[config.mk]
export PLATFORM = sky130hd
export DESIGN_NAME = hsg_top
export DESIGN_NICKNAME = d
export VERILOG_FILES = /design/src/rtl/hsg_pkg.sv /design/src/rtl/hsg_chan.sv /design/src/rtl/hsg_top.sv
export SDC_FILE = /design/constraint.sdc
export NUM_CORES = 1
export LEC_CHECK = 0
export BUFFER_PORTS_ARGS = -buffer_cell sky130_fd_sc_hd__buf_2
export CAP_MARGIN = 20
export CORE_MARGIN = 4
export CORE_UTILIZATION = 45
export CTS_CLUSTER_SIZE = 20
export DETAILED_ROUTE_END_ITERATION = 10
export GPL_TIMING_DRIVEN = 0
export PLACE_DENSITY_LB_ADDON = 0.1
export SYNTH_ARGS = -nofsm -noshare
export SYNTH_HDL_FRONTEND = slang
export SYNTH_SLANG_ARGS = --single-unit
[constraint.sdc]
create_clock -name CLOCK -period 2.3 [get_ports CLOCK]
set_input_delay 0.46 -clock CLOCK [delete_from_list [all_inputs] [get_ports CLOCK]]
set_output_delay 0.46 -clock CLOCK [all_outputs]
set_load 0.01 [all_outputs]
[src/rtl/hsg_pkg.sv]
// Purpose: Shared constants for the high-side gate command block.
// Assumes: One 32-bit classic Wishbone slave, one aligned word per register.
// Notes: Offsets are byte addresses.
package hsg_pkg;
    localparam int HSG_CHANNELS = 7;
    localparam int HSG_SEL_W = 2;
    localparam int HSG_ADR_W = 4;
    localparam int HSG_DAT_W = 32;
    // Channels that own a drive-enable override, zero based.
    localparam int HSG_OVR_CH_A = 4;
    localparam int HSG_OVR_CH_B = 6;
    // Register byte offsets.
    localparam logic [HSG_ADR_W-1:0] HSG_CTRL_OFS = 4'h0;
    localparam logic [HSG_ADR_W-1:0] HSG_RISE_OFS = 4'h4;
    localparam logic [HSG_ADR_W-1:0] HSG_FALL_OFS = 4'h8;
    localparam logic [HSG_ADR_W-1:0] HSG_STAT_OFS = 4'hc;
    // Control register fields.
    localparam int HSG_CTRL_BOOST_CUT = 0;
    localparam int HSG_CTRL_CLK_CUT = 1;
    localparam int HSG_CTRL_BOOST_MON = 2;
    localparam int HSG_CTRL_OVR_A = 3;
    localparam int HSG_CTRL_OVR_B = 4;
    localparam int HSG_CTRL_W = 5;
    localparam logic [HSG_CTRL_W-1:0] HSG_CTRL_RST = 5'h00;
    // Status register fields.
    localparam int HSG_STAT_CMD = 0;
    localparam int HSG_STAT_PRED_LOW = 8;
    localparam int HSG_STAT_LOGIC_LOW = 9;
    localparam int HSG_STAT_BOOST_LOW = 10;
    localparam int HSG_STAT_CLK_LOST = 11;
    localparam int HSG_STAT_DRIVER_ENABLE_INPUT = 12;
    // Strength codes: fastest to slowest.
    localparam logic [HSG_SEL_W-1:0] HSG_SLEW_300 = 2'h0;
    localparam logic [HSG_SEL_W-1:0] HSG_SLEW_50 = 2'h1;
    localparam logic [HSG_SEL_W-1:0] HSG_SLEW_25 = 2'h2;
    localparam logic [HSG_SEL_W-1:0] HSG_SLEW_12P5 = 2'h3;
    localparam logic [HSG_SEL_W-1:0] HSG_SLEW_RST = HSG_SLEW_300;
    localparam logic [HSG_DAT_W-1:0] HSG_RD_UNMAPPED = 32'h0000_0000;
endpackage

[src/rtl/hsg_chan.sv]
// Purpose: Gate command decision for one high-side channel.
// Assumes: All inputs are already in the system clock domain.
// Notes: Purely combinational; the caller registers the result.
module hsg_chan
    import hsg_pkg::*;
#(
    parameter bit HAS_OVR = 1'b0
) (
    // Request and conditions
    input wire logic req,
    input wire logic blocked,
    input wire logic driver_enable_input,
    input wire logic ovr,
    // Result
    output logic cmd
);
    wire ovr_live;
    wire enable_path;

    // Channels without an override never see one, whatever is wired in.
    assign ovr_live = HAS_OVR ? ovr : 1'b0;
    assign enable_path = driver_enable_input | ovr_live;
    assign cmd = req & ~blocked & enable_path;
endmodule

[src/rtl/hsg_top.sv]
// Purpose: Command logic for seven high-side gate pre-drivers.
// Assumes: Supply flags, lock and drive-enable come from pins and are resynchronised.
// Notes: Gate outputs are gated directly by reset, and by drive-enable on every channel whose override is clear, for a safe off state.
//
// Functional notes
// - Seven independent, separately configured high-side channels.
// - Gate command follows request unless blocked.
// - Predriver supply low forces all gates off.
// - Logic supply low forces all gates off.
// - Enabled boost cut-off with boost low: off.
// - Clock-loss cut-off off at reset, optional.
// - Drive-enable low turns off non-overridden channels.
// - Only channels five and seven have override.
// - Command high drives gate toward bootstrap.
// - Command low drives gate toward source.
// - Two-bit strength select, four slew settings.
// - Rising and falling strengths set separately.
// - Rising strength write also updates falling strength.
// - Reset, or drive-enable low on non-overridden channels, forces gates off immediately.
// - No drain-source monitoring in low-side use.
// - Software sets strengths through bus registers.
// - Boost low flag only while monitor enabled.
//
// The Wishbone register port and the register offsets are this design's own decisions.
module hsg_top
    import hsg_pkg::*;
#(
    parameter int N_CH = HSG_CHANNELS
) (
    // Clock and reset
    input wire logic CLOCK,
    input wire logic RESETN,
    // Wishbone slave
    input wire logic WB_CYC_I,
    input wire logic WB_STB_I,
    input wire logic WB_WE_I,
    input wire logic [HSG_ADR_W-1:0] WB_ADR_I,
    input wire logic [3:0] WB_SEL_I,
    input wire logic [HSG_DAT_W-1:0] WB_DAT_I,
    output logic [HSG_DAT_W-1:0] WB_DAT_O,
    output logic WB_ACK_O,
    // Channel requests from channel logic
    input wire logic [N_CH-1:0] CHANNEL_REQUEST,
    // Supply and clock condition pins
    input wire logic PREDRIVER_SUPPLY_LOW,
    input wire logic LOGIC_SUPPLY_LOW,
    input wire logic BOOST_BELOW_THRESHOLD,
    input wire logic PLL_LOCKED,
    input wire logic DRIVER_ENABLE_INPUT,
    // Gate stage controls
    output logic [N_CH-1:0] GATE_PULL_UP,
    output logic [N_CH-1:0] GATE_PULL_DOWN,
    output logic [2*N_CH-1:0] RISE_STRENGTH,
    output logic [2*N_CH-1:0] FALL_STRENGTH
);
    localparam int SW = HSG_SEL_W * N_CH;
    localparam int NSYNC = 5;
    localparam int S_PRED = 0;
    localparam int S_LOGIC = 1;
    localparam int S_BOOST = 2;
    localparam int S_LOCK = 3;
    localparam int S_DRV = 4;

    if (N_CH <= HSG_OVR_CH_B || SW > 16) begin : g_bad_width
        $error("hsg_top: N_CH must be 7 or 8.");
    end

    // Write data merged through byte enables on the low two lanes.
    function automatic logic [15:0] merge16(input logic [15:0] old_v,
                                            input logic [HSG_DAT_W-1:0] wr,
                                            input logic [3:0] sel);
        logic [15:0] res;
        res = old_v;
        if (sel[0]) begin
            res[7:0] = wr[7:0];
        end
        if (sel[1]) begin
            res[15:8] = wr[15:8];
        end
        return res;
    endfunction

    // Pin synchroniser. The first stage feeds only the second.
    logic [NSYNC-1:0] sync1_r;
    logic [NSYNC-1:0] sync2_r;
    wire [NSYNC-1:0] pins_raw;

    assign pins_raw = {DRIVER_ENABLE_INPUT, PLL_LOCKED, BOOST_BELOW_THRESHOLD,
                       LOGIC_SUPPLY_LOW, PREDRIVER_SUPPLY_LOW};

    always_ff @(posedge CLOCK) begin
        if (!RESETN) begin
            sync1_r <= '0;
            sync2_r <= '0;
        end else begin
            sync1_r <= pins_raw;
            sync2_r <= sync1_r;
        end
    end

    wire pred_low;
    wire logic_low;
    wire boost_below;
    wire pll_locked;
    wire driver_enable_input_s;

    assign pred_low = sync2_r[S_PRED];
    assign logic_low = sync2_r[S_LOGIC];
    assign boost_below = sync2_r[S_BOOST];
    assign pll_locked = sync2_r[S_LOCK];
    assign driver_enable_input_s = sync2_r[S_DRV];

    // Registers.
    logic [HSG_CTRL_W-1:0] ctrl_r;
    logic [HSG_CTRL_W-1:0] ctrl_nxt;
    logic [SW-1:0] rise_r;
    logic [SW-1:0] rise_nxt;
    logic [SW-1:0] fall_r;
    logic [SW-1:0] fall_nxt;
    logic [N_CH-1:0] cmd_r;
    logic [N_CH-1:0] cmd_nxt;
    logic ack_r;
    logic [HSG_DAT_W-1:0] rdata_r;

    // Bus decode.
    wire req_new;
    wire wr_en;
    wire hit_ctrl;
    wire hit_rise;
    wire hit_fall;
    wire hit_stat;
    wire [15:0] ctrl_ext;
    wire [15:0] rise_ext;
    wire [15:0] fall_ext;
    wire [15:0] ctrl_wr;
    wire [15:0] rise_wr;
    wire [15:0] fall_wr;

    assign req_new = WB_CYC_I & WB_STB_I & ~ack_r;
    assign wr_en = req_new & WB_WE_I;
    assign hit_ctrl = (WB_ADR_I == HSG_CTRL_OFS);
    assign hit_rise = (WB_ADR_I == HSG_RISE_OFS);
    assign hit_fall = (WB_ADR_I == HSG_FALL_OFS);
    assign hit_stat = (WB_ADR_I == HSG_STAT_OFS);
    assign ctrl_ext = 16'(ctrl_r);
    assign rise_ext = 16'(rise_r);
    assign fall_ext = 16'(fall_r);
    assign ctrl_wr = merge16(ctrl_ext, WB_DAT_I, WB_SEL_I);
    assign rise_wr = merge16(rise_ext, WB_DAT_I, WB_SEL_I);
    assign fall_wr = merge16(fall_ext, WB_DAT_I, WB_SEL_I);

    // Software reaches every configuration bit here rather than over a serial port.
    assign ctrl_nxt = (wr_en && hit_ctrl) ? ctrl_wr[HSG_CTRL_W-1:0] : ctrl_r;
    assign rise_nxt = (wr_en && hit_rise) ? rise_wr[SW-1:0] : rise_r;

    // A rising-edge write carries the same code to the falling edge so the absolute
    // slew rate matches; a later falling write can still set it apart.
    assign fall_nxt = (wr_en && hit_rise) ? rise_wr[SW-1:0] :
                      (wr_en && hit_fall) ? fall_wr[SW-1:0] : fall_r;

    // Conditions common to all channels.
    wire boost_low_flag;
    wire boost_block;
    wire clock_lost;
    wire clock_block;
    wire blocked_all;
    wire [N_CH-1:0] ovr_vec;
    wire [N_CH-1:0] cmd_comb;

    assign boost_low_flag = boost_below & ctrl_r[HSG_CTRL_BOOST_MON];
    assign boost_block = boost_low_flag & ctrl_r[HSG_CTRL_BOOST_CUT];
    assign clock_lost = ~pll_locked;
    // The cut-off bit resets clear, so a missing clock is harmless until enabled.
    assign clock_block = clock_lost & ctrl_r[HSG_CTRL_CLK_CUT];
    assign blocked_all = pred_low | logic_low | boost_block | clock_block;

    // Only two positions of the override vector can ever be set.
    generate
        for (genvar k = 0; k < N_CH; k++) begin : g_ovr
            if (k == HSG_OVR_CH_A) begin : g_a
                assign ovr_vec[k] = ctrl_r[HSG_CTRL_OVR_A];
            end else if (k == HSG_OVR_CH_B) begin : g_b
                assign ovr_vec[k] = ctrl_r[HSG_CTRL_OVR_B];
            end else begin : g_none
                assign ovr_vec[k] = 1'b0;
            end
        end
    endgenerate

    // One independent decision per channel.
    generate
        for (genvar c = 0; c < N_CH; c++) begin : g_ch
            hsg_chan #(
                .HAS_OVR(c == HSG_OVR_CH_A || c == HSG_OVR_CH_B)
            ) u_chan (
                .req(CHANNEL_REQUEST[c]),
                .blocked(blocked_all),
                .driver_enable_input(driver_enable_input_s),
                .ovr(ovr_vec[c]),
                .cmd(cmd_comb[c])
            );
        end
    endgenerate

    assign cmd_nxt = cmd_comb;

    // Read mux.
    wire [HSG_DAT_W-1:0] stat_word;
    wire [HSG_DAT_W-1:0] rd_mux;

    assign stat_word = HSG_DAT_W'(cmd_r) << HSG_STAT_CMD
                     | HSG_DAT_W'(pred_low) << HSG_STAT_PRED_LOW
                     | HSG_DAT_W'(logic_low) << HSG_STAT_LOGIC_LOW
                     | HSG_DAT_W'(boost_low_flag) << HSG_STAT_BOOST_LOW
                     | HSG_DAT_W'(clock_lost) << HSG_STAT_CLK_LOST
                     | HSG_DAT_W'(driver_enable_input_s) << HSG_STAT_DRIVER_ENABLE_INPUT;
    assign rd_mux = hit_ctrl ? HSG_DAT_W'(ctrl_r) :
                    hit_rise ? HSG_DAT_W'(rise_r) :
                    hit_fall ? HSG_DAT_W'(fall_r) :
                    hit_stat ? stat_word : HSG_RD_UNMAPPED;

    always_ff @(posedge CLOCK) begin
        if (!RESETN) begin
            ctrl_r <= HSG_CTRL_RST;
            rise_r <= {N_CH{HSG_SLEW_RST}};
            fall_r <= {N_CH{HSG_SLEW_RST}};
        end else begin
            ctrl_r <= ctrl_nxt;
            rise_r <= rise_nxt;
            fall_r <= fall_nxt;
        end
    end

    // Unmapped addresses are still acknowledged; writes there change nothing.
    always_ff @(posedge CLOCK) begin
        if (!RESETN) begin
            ack_r <= 1'b0;
            rdata_r <= HSG_RD_UNMAPPED;
        end else begin
            ack_r <= req_new;
            rdata_r <= req_new ? rd_mux : rdata_r;
        end
    end

    always_ff @(posedge CLOCK) begin
        if (!RESETN) begin
            cmd_r <= '0;
        end else begin
            cmd_r <= cmd_nxt;
        end
    end

    // The registered command lags the pins by the synchroniser, so reset and the
    // raw drive-enable also gate the outputs directly; override channels skip the
    // drive-enable term but keep the reset term.
    wire [N_CH-1:0] fast_enable;
    wire [N_CH-1:0] gate_on;

    assign fast_enable = ({N_CH{DRIVER_ENABLE_INPUT}} | ovr_vec) & {N_CH{RESETN}};
    assign gate_on = cmd_r & fast_enable;

    assign GATE_PULL_UP = gate_on;
    assign GATE_PULL_DOWN = ~gate_on;
    assign RISE_STRENGTH = rise_r;
    assign FALL_STRENGTH = fall_r;
    assign WB_ACK_O = ack_r;
    assign WB_DAT_O = rdata_r;

    // This block has no drain-source comparators, so a channel wired as a low-side
    // switch needs no special handling here.
endmodule

==> impl_metrics.ini, run 1 <==
[run_status]
outcome = finished, final reports clean

[timing]
fmax_mhz = 495.3
hold_violations = 0
relSlewSlack = 0.3657
setup-violations-final = 0
setup_ws_ns = 0.2809
drv_slew = 0
clock_skew_ns = 0.005872
finalSetupTns_ns = 0
worstMarginPinSlew_ns = 0.9435
fin_crit_ns = 2.019
fin_crit_sh = 0.8779
rsz0062_at_grt = false

[job]
max_cap_violations = 0

[synth]
yosys-top-cells-area = dfxtp_1 (45%), nand2_1 (6.1%), a221o_1 (4.9%)
synth_top_area_frac = 0.4530
synth_top_cells_by_count = dfxtp_1 (65), nand2_1 (47), o21ai_0 (25)
yosysWarnings = 0
ys.flop_type = dfxtp_1
seq_area_frac_synth = 0.4530
syn_avg_cell_area_um2 = 8.627
syn_inst = 333
synth_area_leader_cell = dfxtp_1
synth_most_common_cell = dfxtp_1
netlist_area_um2 = 2873
ys_ff_latch = 65
yosysUniqueCellTypes = 38
async_reset_ff_frac = 0
synth_edf_count = 0

[floorplan]
io_pins = 132
die_w_um = 87.90
core-area_um2 = 6061
dieArea_um2 = 7726
die_h_um = 87.90
start_util = 0.4740
rows = 28

[worst_setup_path]
critPathMaxStageDelay_ns = 0.76
crit_family = simple AND/OR/NAND/NOR gates
crit_required_ns = 2.59
path_depth = 5
end_kind = flip-flop
critPathSlowestCell = nor4_2
worstSetupPathType = reg2reg
cp-startpoint = WB_ACK_O
r2r_start = WB_ACK_O
worst_setup_path_start_kind = flip-flop
arrival_ns = 2.30
crit_fanout = 8
path_cells = and3b_1 -> clkbuf_2 -> nand3_1 -> nor4_2 -> a221o_1
cp_num_buf_inv = 1
r2r_cells = 5

[min_path]
holdCritStartpoint = CHANNEL_REQUEST[1]
whs_path_depth = 2
hold_path_class = in2reg

[clock_network]
cts.sinks = 65
cts_tree = yes
ctsResizeCount = 0
clock_path_buffers = 2
post_cts_buffers = 0
ctsHoldBuffers = 0
htreeDepth = 3
clockRootBuffer = clkbuf_8
clk_latency_ns = 0.34
clk_pin_slew_ns = 0.07
cts_buffers = 9

[cells_and_area]
area_growth_pct = 29.22
design_area_um2 = 3712
drive_gt1_frac = 0.3275
fin_util = 0.6125
diodes = 0
layout.nets = 510
stdcell_count = 533

[place]
place_inst = 518
gp_congestion = 0.8600
placedInstanceArea_um2 = 3496
pre_cts_slack_ns = -0.04744
io_buffer_count = 93
hpwl_um = 6346

[grt]
grt_max_degree = 15
track_usage = 0.2213
grt_pass1_wl_um = 13000
overflow = 0
antenna_found_initial = 0
grt_pass1_vias = 2594

[route]
dr.pass1.iters = 4
antenna_left = 0
wl_per_cell_um = 15.55
route.vias.total = 2751
drtIter0Drc = 128
drc = 0
routed_wl_um = 8289
avgViaCountPerCell = 5.161

[power_and_ir_drop]
peakVddDrop_mv = 0.5064
p_leak_uw = 0.001778
p_per_area_nw_per_um2 = 657.5
-- power breakdown --
group | switching, uW | total, uW | internal, uW | leakage (uW)
clock network | 439 | 1080 | 638 | 0.000113
logic | 126 | 209 | 83.1 | 0.00114
registers | 10.3 | 1150 | 1140 | 0.000527
total | 576 | 2440 | 1870 | 0.00178
-- path summary, 6_finish.rpt --
check / slack [ns] / endpoint
worst min-delay path: 0.31 / cmd_r[1]
worst max-delay path: 0.28 / FALL_STRENGTH[6]
worst max register to register: 0.28 / FALL_STRENGTH[6]
worst min register to register: 0.45 / sync2_r[4]
-- worst register-to-register path, delay by kind of cell, from the launching register on --
| family | cells | cell delay (ns) |
|---|---|---|
| AO/OA/AOI/OAI | 1 | 0.28 |
| buffers and inverters | 1 | 0.19 |
| AND/OR/NAND/NOR | 3 | 1.17 |
| flip-flops | 1 | 0.32 |
-- flip-flops by register name, summed over array words and instances (netlist names) --
name	flops
FALL_STRENGTH	14
sync1_r	5
WB_ACK_O	1
ctrl_r	5
sync2_r	5
cmd_r	7
WB_DAT_O	14
RISE_STRENGTH	14
-- area by class of cell --
class	count	area, um2
buffer	35	211.5
clock buffer	11	141.4
clock inverter	5	78.83
fill	585	2349
inverter	11	41.29
multi-input combinational	238	1379
sequential	65	1301
tap	75	93.84
timing repair buffer	93	465.4
-- placed cells by master (no fill, tap or decap), types with 4 or more instances in the layout --
cell	Yosys	routed
a21oi_1	10	10
a221o_1	14	14
a22o_1	8	8
a32oi_1	5	5
and2_1	16	16
buf_2	3	96
buf_4	18	18
clkbuf_1	12	12
clkbuf_8	0	10
conb_1	1	18
dfxtp_1	65	65
inv_1	11	11
mux2_2	10	10
nand2_1	47	47
nand3_1	21	21
nor2_1	23	23
o211ai_1	4	4
o21ai_0	25	25
o21ai_1	9	9
-- logic make-up after synthesis --
kind of cell / share of synthesized area
multiplexers: 0.03920
buffers and inverters: 0.08928
AND/OR/NAND/NOR: 0.2243
AO/OA/AOI/OAI: 0.1929
other: 0.001305
flip-flops: 0.4530
-- stage by stage --
step	hold slack, ns	power (uW)
global placement	0.4158	1385
global route	0.3123	2526
floorplan	0.4119	1303
CTS	0.3015	2449
finish	0.3149	2441
detailed placement	0.4238	1387
-- layer usage --
metal,up-vias,track usage,part of all wire
met2,113,0.3390,0.45
met3,14,0.05644,0.084
met1,1247,0.2977,0.45
li1,1377,-,-
met4,0,0.08926,0.017
met5,-,0,0
No activity file was read; power rests on OpenSTA's default activity.
==> inputs of run 2 (changes only) <==
--- a/constraint.sdc
+++ b/constraint.sdc
@@ -3,2 +3,2 @@
 set_output_delay 0.46 -clock CLOCK [all_outputs]
-set_load 0.01 [all_outputs]
+set_load 0.1 [all_outputs]
==> impl_metrics.ini, run 2 (same netlist as run 1, synthesis figures left out) <==
[worst_setup_path]
worstSetupPathType = in2out
cp_num_buf_inv = 4
rrSetupSlack_ns = 0.19
end_kind = output port
r2r-end = FALL_STRENGTH[5]
r2r_start = WB_ACK_O
path_cells = buf_2 -> clkbuf_2 -> clkbuf_2 -> o211ai_1 -> buf_2
critPathMaxStageDelay_ns = 0.46
cp-endpoint = GATE_PULL_DOWN[4]
path_depth = 5
crit_family = buffers and inverters
arrival_ns = 1.68
critPathSlowestCell = buf_2
crit_required_ns = 1.84
r2r_cells = 5
worst_setup_path_start_kind = input port
crit_fanout = 10
cp-startpoint = RESETN

[power_and_ir_drop]
power_uw = 2402
p_leak_uw = 0.001719
p_per_area_nw_per_um2 = 647.6
peakVddDrop_mv = 0.3975

[cells_and_area]
drive_gt1_frac = 0.3508
multi_input_area_um2 = 1391
regArea_um2 = 1301
layout.nets = 511
final_common_cell = buf_2
area_growth_pct = 29.09
fillCellCount = 562
layout_common_cells = buf_2 (94), dfxtp_1 (65), nand2_1 (42), o21ai_0 (25), nor2_1 (23)
diodes = 0
design_area_um2 = 3709

[route]
avgViaCountPerCell = 5.184
antenna_left = 0
wl_per_cell_um = 15.85
drc = 0
dr.pass1.iters = 4
drtIter0Drc = 200
routed_wl_um = 8462
route.vias.total = 2768

[clock_network]
cts.sinks = 65
clk_pin_slew_ns = 0.07
clockRootBuffer = clkbuf_8
cts_buffers = 9
post_cts_buffers = 0
cts_tree = yes
clk_latency_ns = 0.35
ctsHoldBuffers = 0
htreeDepth = 3
clock_path_buffers = 2

[timing]
finalSetupTns_ns = 0
worstMarginPinSlew_ns = 1.015
fin_crit_sh = 0.9301
setup-violations-final = 0
drv_slew = 0
rsz0062_at_grt = false
fin_crit_ns = 2.139
relSlewSlack = 0.3177
hold_violations = 0
clock_skew_ns = 0.005706
fmax_mhz = 467.4

[place]
placedInstanceArea_um2 = 3527
gp_congestion = 0.9088
io_buffer_count = 93
hpwl_um = 6394

[floorplan]
rows = 28
die_h_um = 87.90
core-area_um2 = 6061
io_pins = 132
dieArea_um2 = 7726
start_util = 0.4740
die_w_um = 87.90

[grt]
grt_max_degree = 11
overflow = 0
grt_pass1_wl_um = 13120
grt_pass1_vias = 2547
track_usage = 0.2259
antenna_found_initial = 0

[job]
max_cap_violations = 0

[run_status]
outcome = finished, final reports clean

[min_path]
hold_path_class = in2reg
holdCritStartpoint = CHANNEL_REQUEST[5]
[run 2: cell types whose count changed in the layout (fill, tap and decap cells not counted), moves of 5 or more]
cell and change:
nand2_2 +5, clkinvlp_4 +5, nand2_1 -5, inv_1 -5
[run 2: worst min path at each step]
stage / to / cells past startpoint
2_1_floorplan: sync2_r[0] / 1
3_3_place_gp: sync2_r[0] / 1
3_5_place_dp: sync2_r[1] / 1
4_1_cts: cmd_r[5] / 2
5_1_grt: cmd_r[5] / 2
6_report: cmd_r[5] / 2
[run 2: area by class of cell]
| class | count | share of cell area |
|---|---|---|
| sequential | 65 | 0.3509 |
| tap | 75 | 0.02530 |
| clock inverter | 3 | 0.004049 |
| clock buffer | 13 | 0.04285 |
| timing repair buffer | 93 | 0.1269 |
| buffer | 36 | 0.05870 |
| multi-input combinational | 238 | 0.3752 |
| inverter | 11 | 0.01619 |
[run 2: timing repair]
| action | in CTS | in global routing |
|---|---|---|
| resized for setup | 3 | 2 |
| endpoints found under the hold margin | 0 | 0 |
| endpoints found under the setup margin | 4 | 4 |
[run 2: power by group]
part | leakage (uW) | total [uW] | internal, uW | switching (uW)
Sequential | 0.000527 | 1150 | 1140 | 10.3
Combinational | 0.00110 | 394 | 85.4 | 308
Clock | 0.0000932 | 854 | 445 | 409
Total | 0.00172 | 2400 | 1670 | 727
[run 2: per-layer routing]
layer | wire (um) | track usage | share of wire | up-vias
met5 | 0 | 0 | 0 | -
met4 | 135 | 0.09205 | 0.016 | 0
met3 | 751 | 0.05268 | 0.089 | 14
met2 | 3836 | 0.3479 | 0.45 | 110
met1 | 3739 | 0.3048 | 0.44 | 1260
li1 | - | - | - | 1384
[run 2: metrics by stage]
step	hold WS (ns)	utilization	cells	worst slack, ns
6_report	0.3083	0.6119	534	0.1607
5_1_grt	0.3104	0.6119	534	0.07601
4_1_cts	0.3045	0.6117	534	0.01446
3_5_place_dp	0.4177	0.5820	518	-0.3005
3_3_place_gp	0.4178	0.5820	518	-0.2932
2_1_floorplan	0.4119	-	350	-1.120
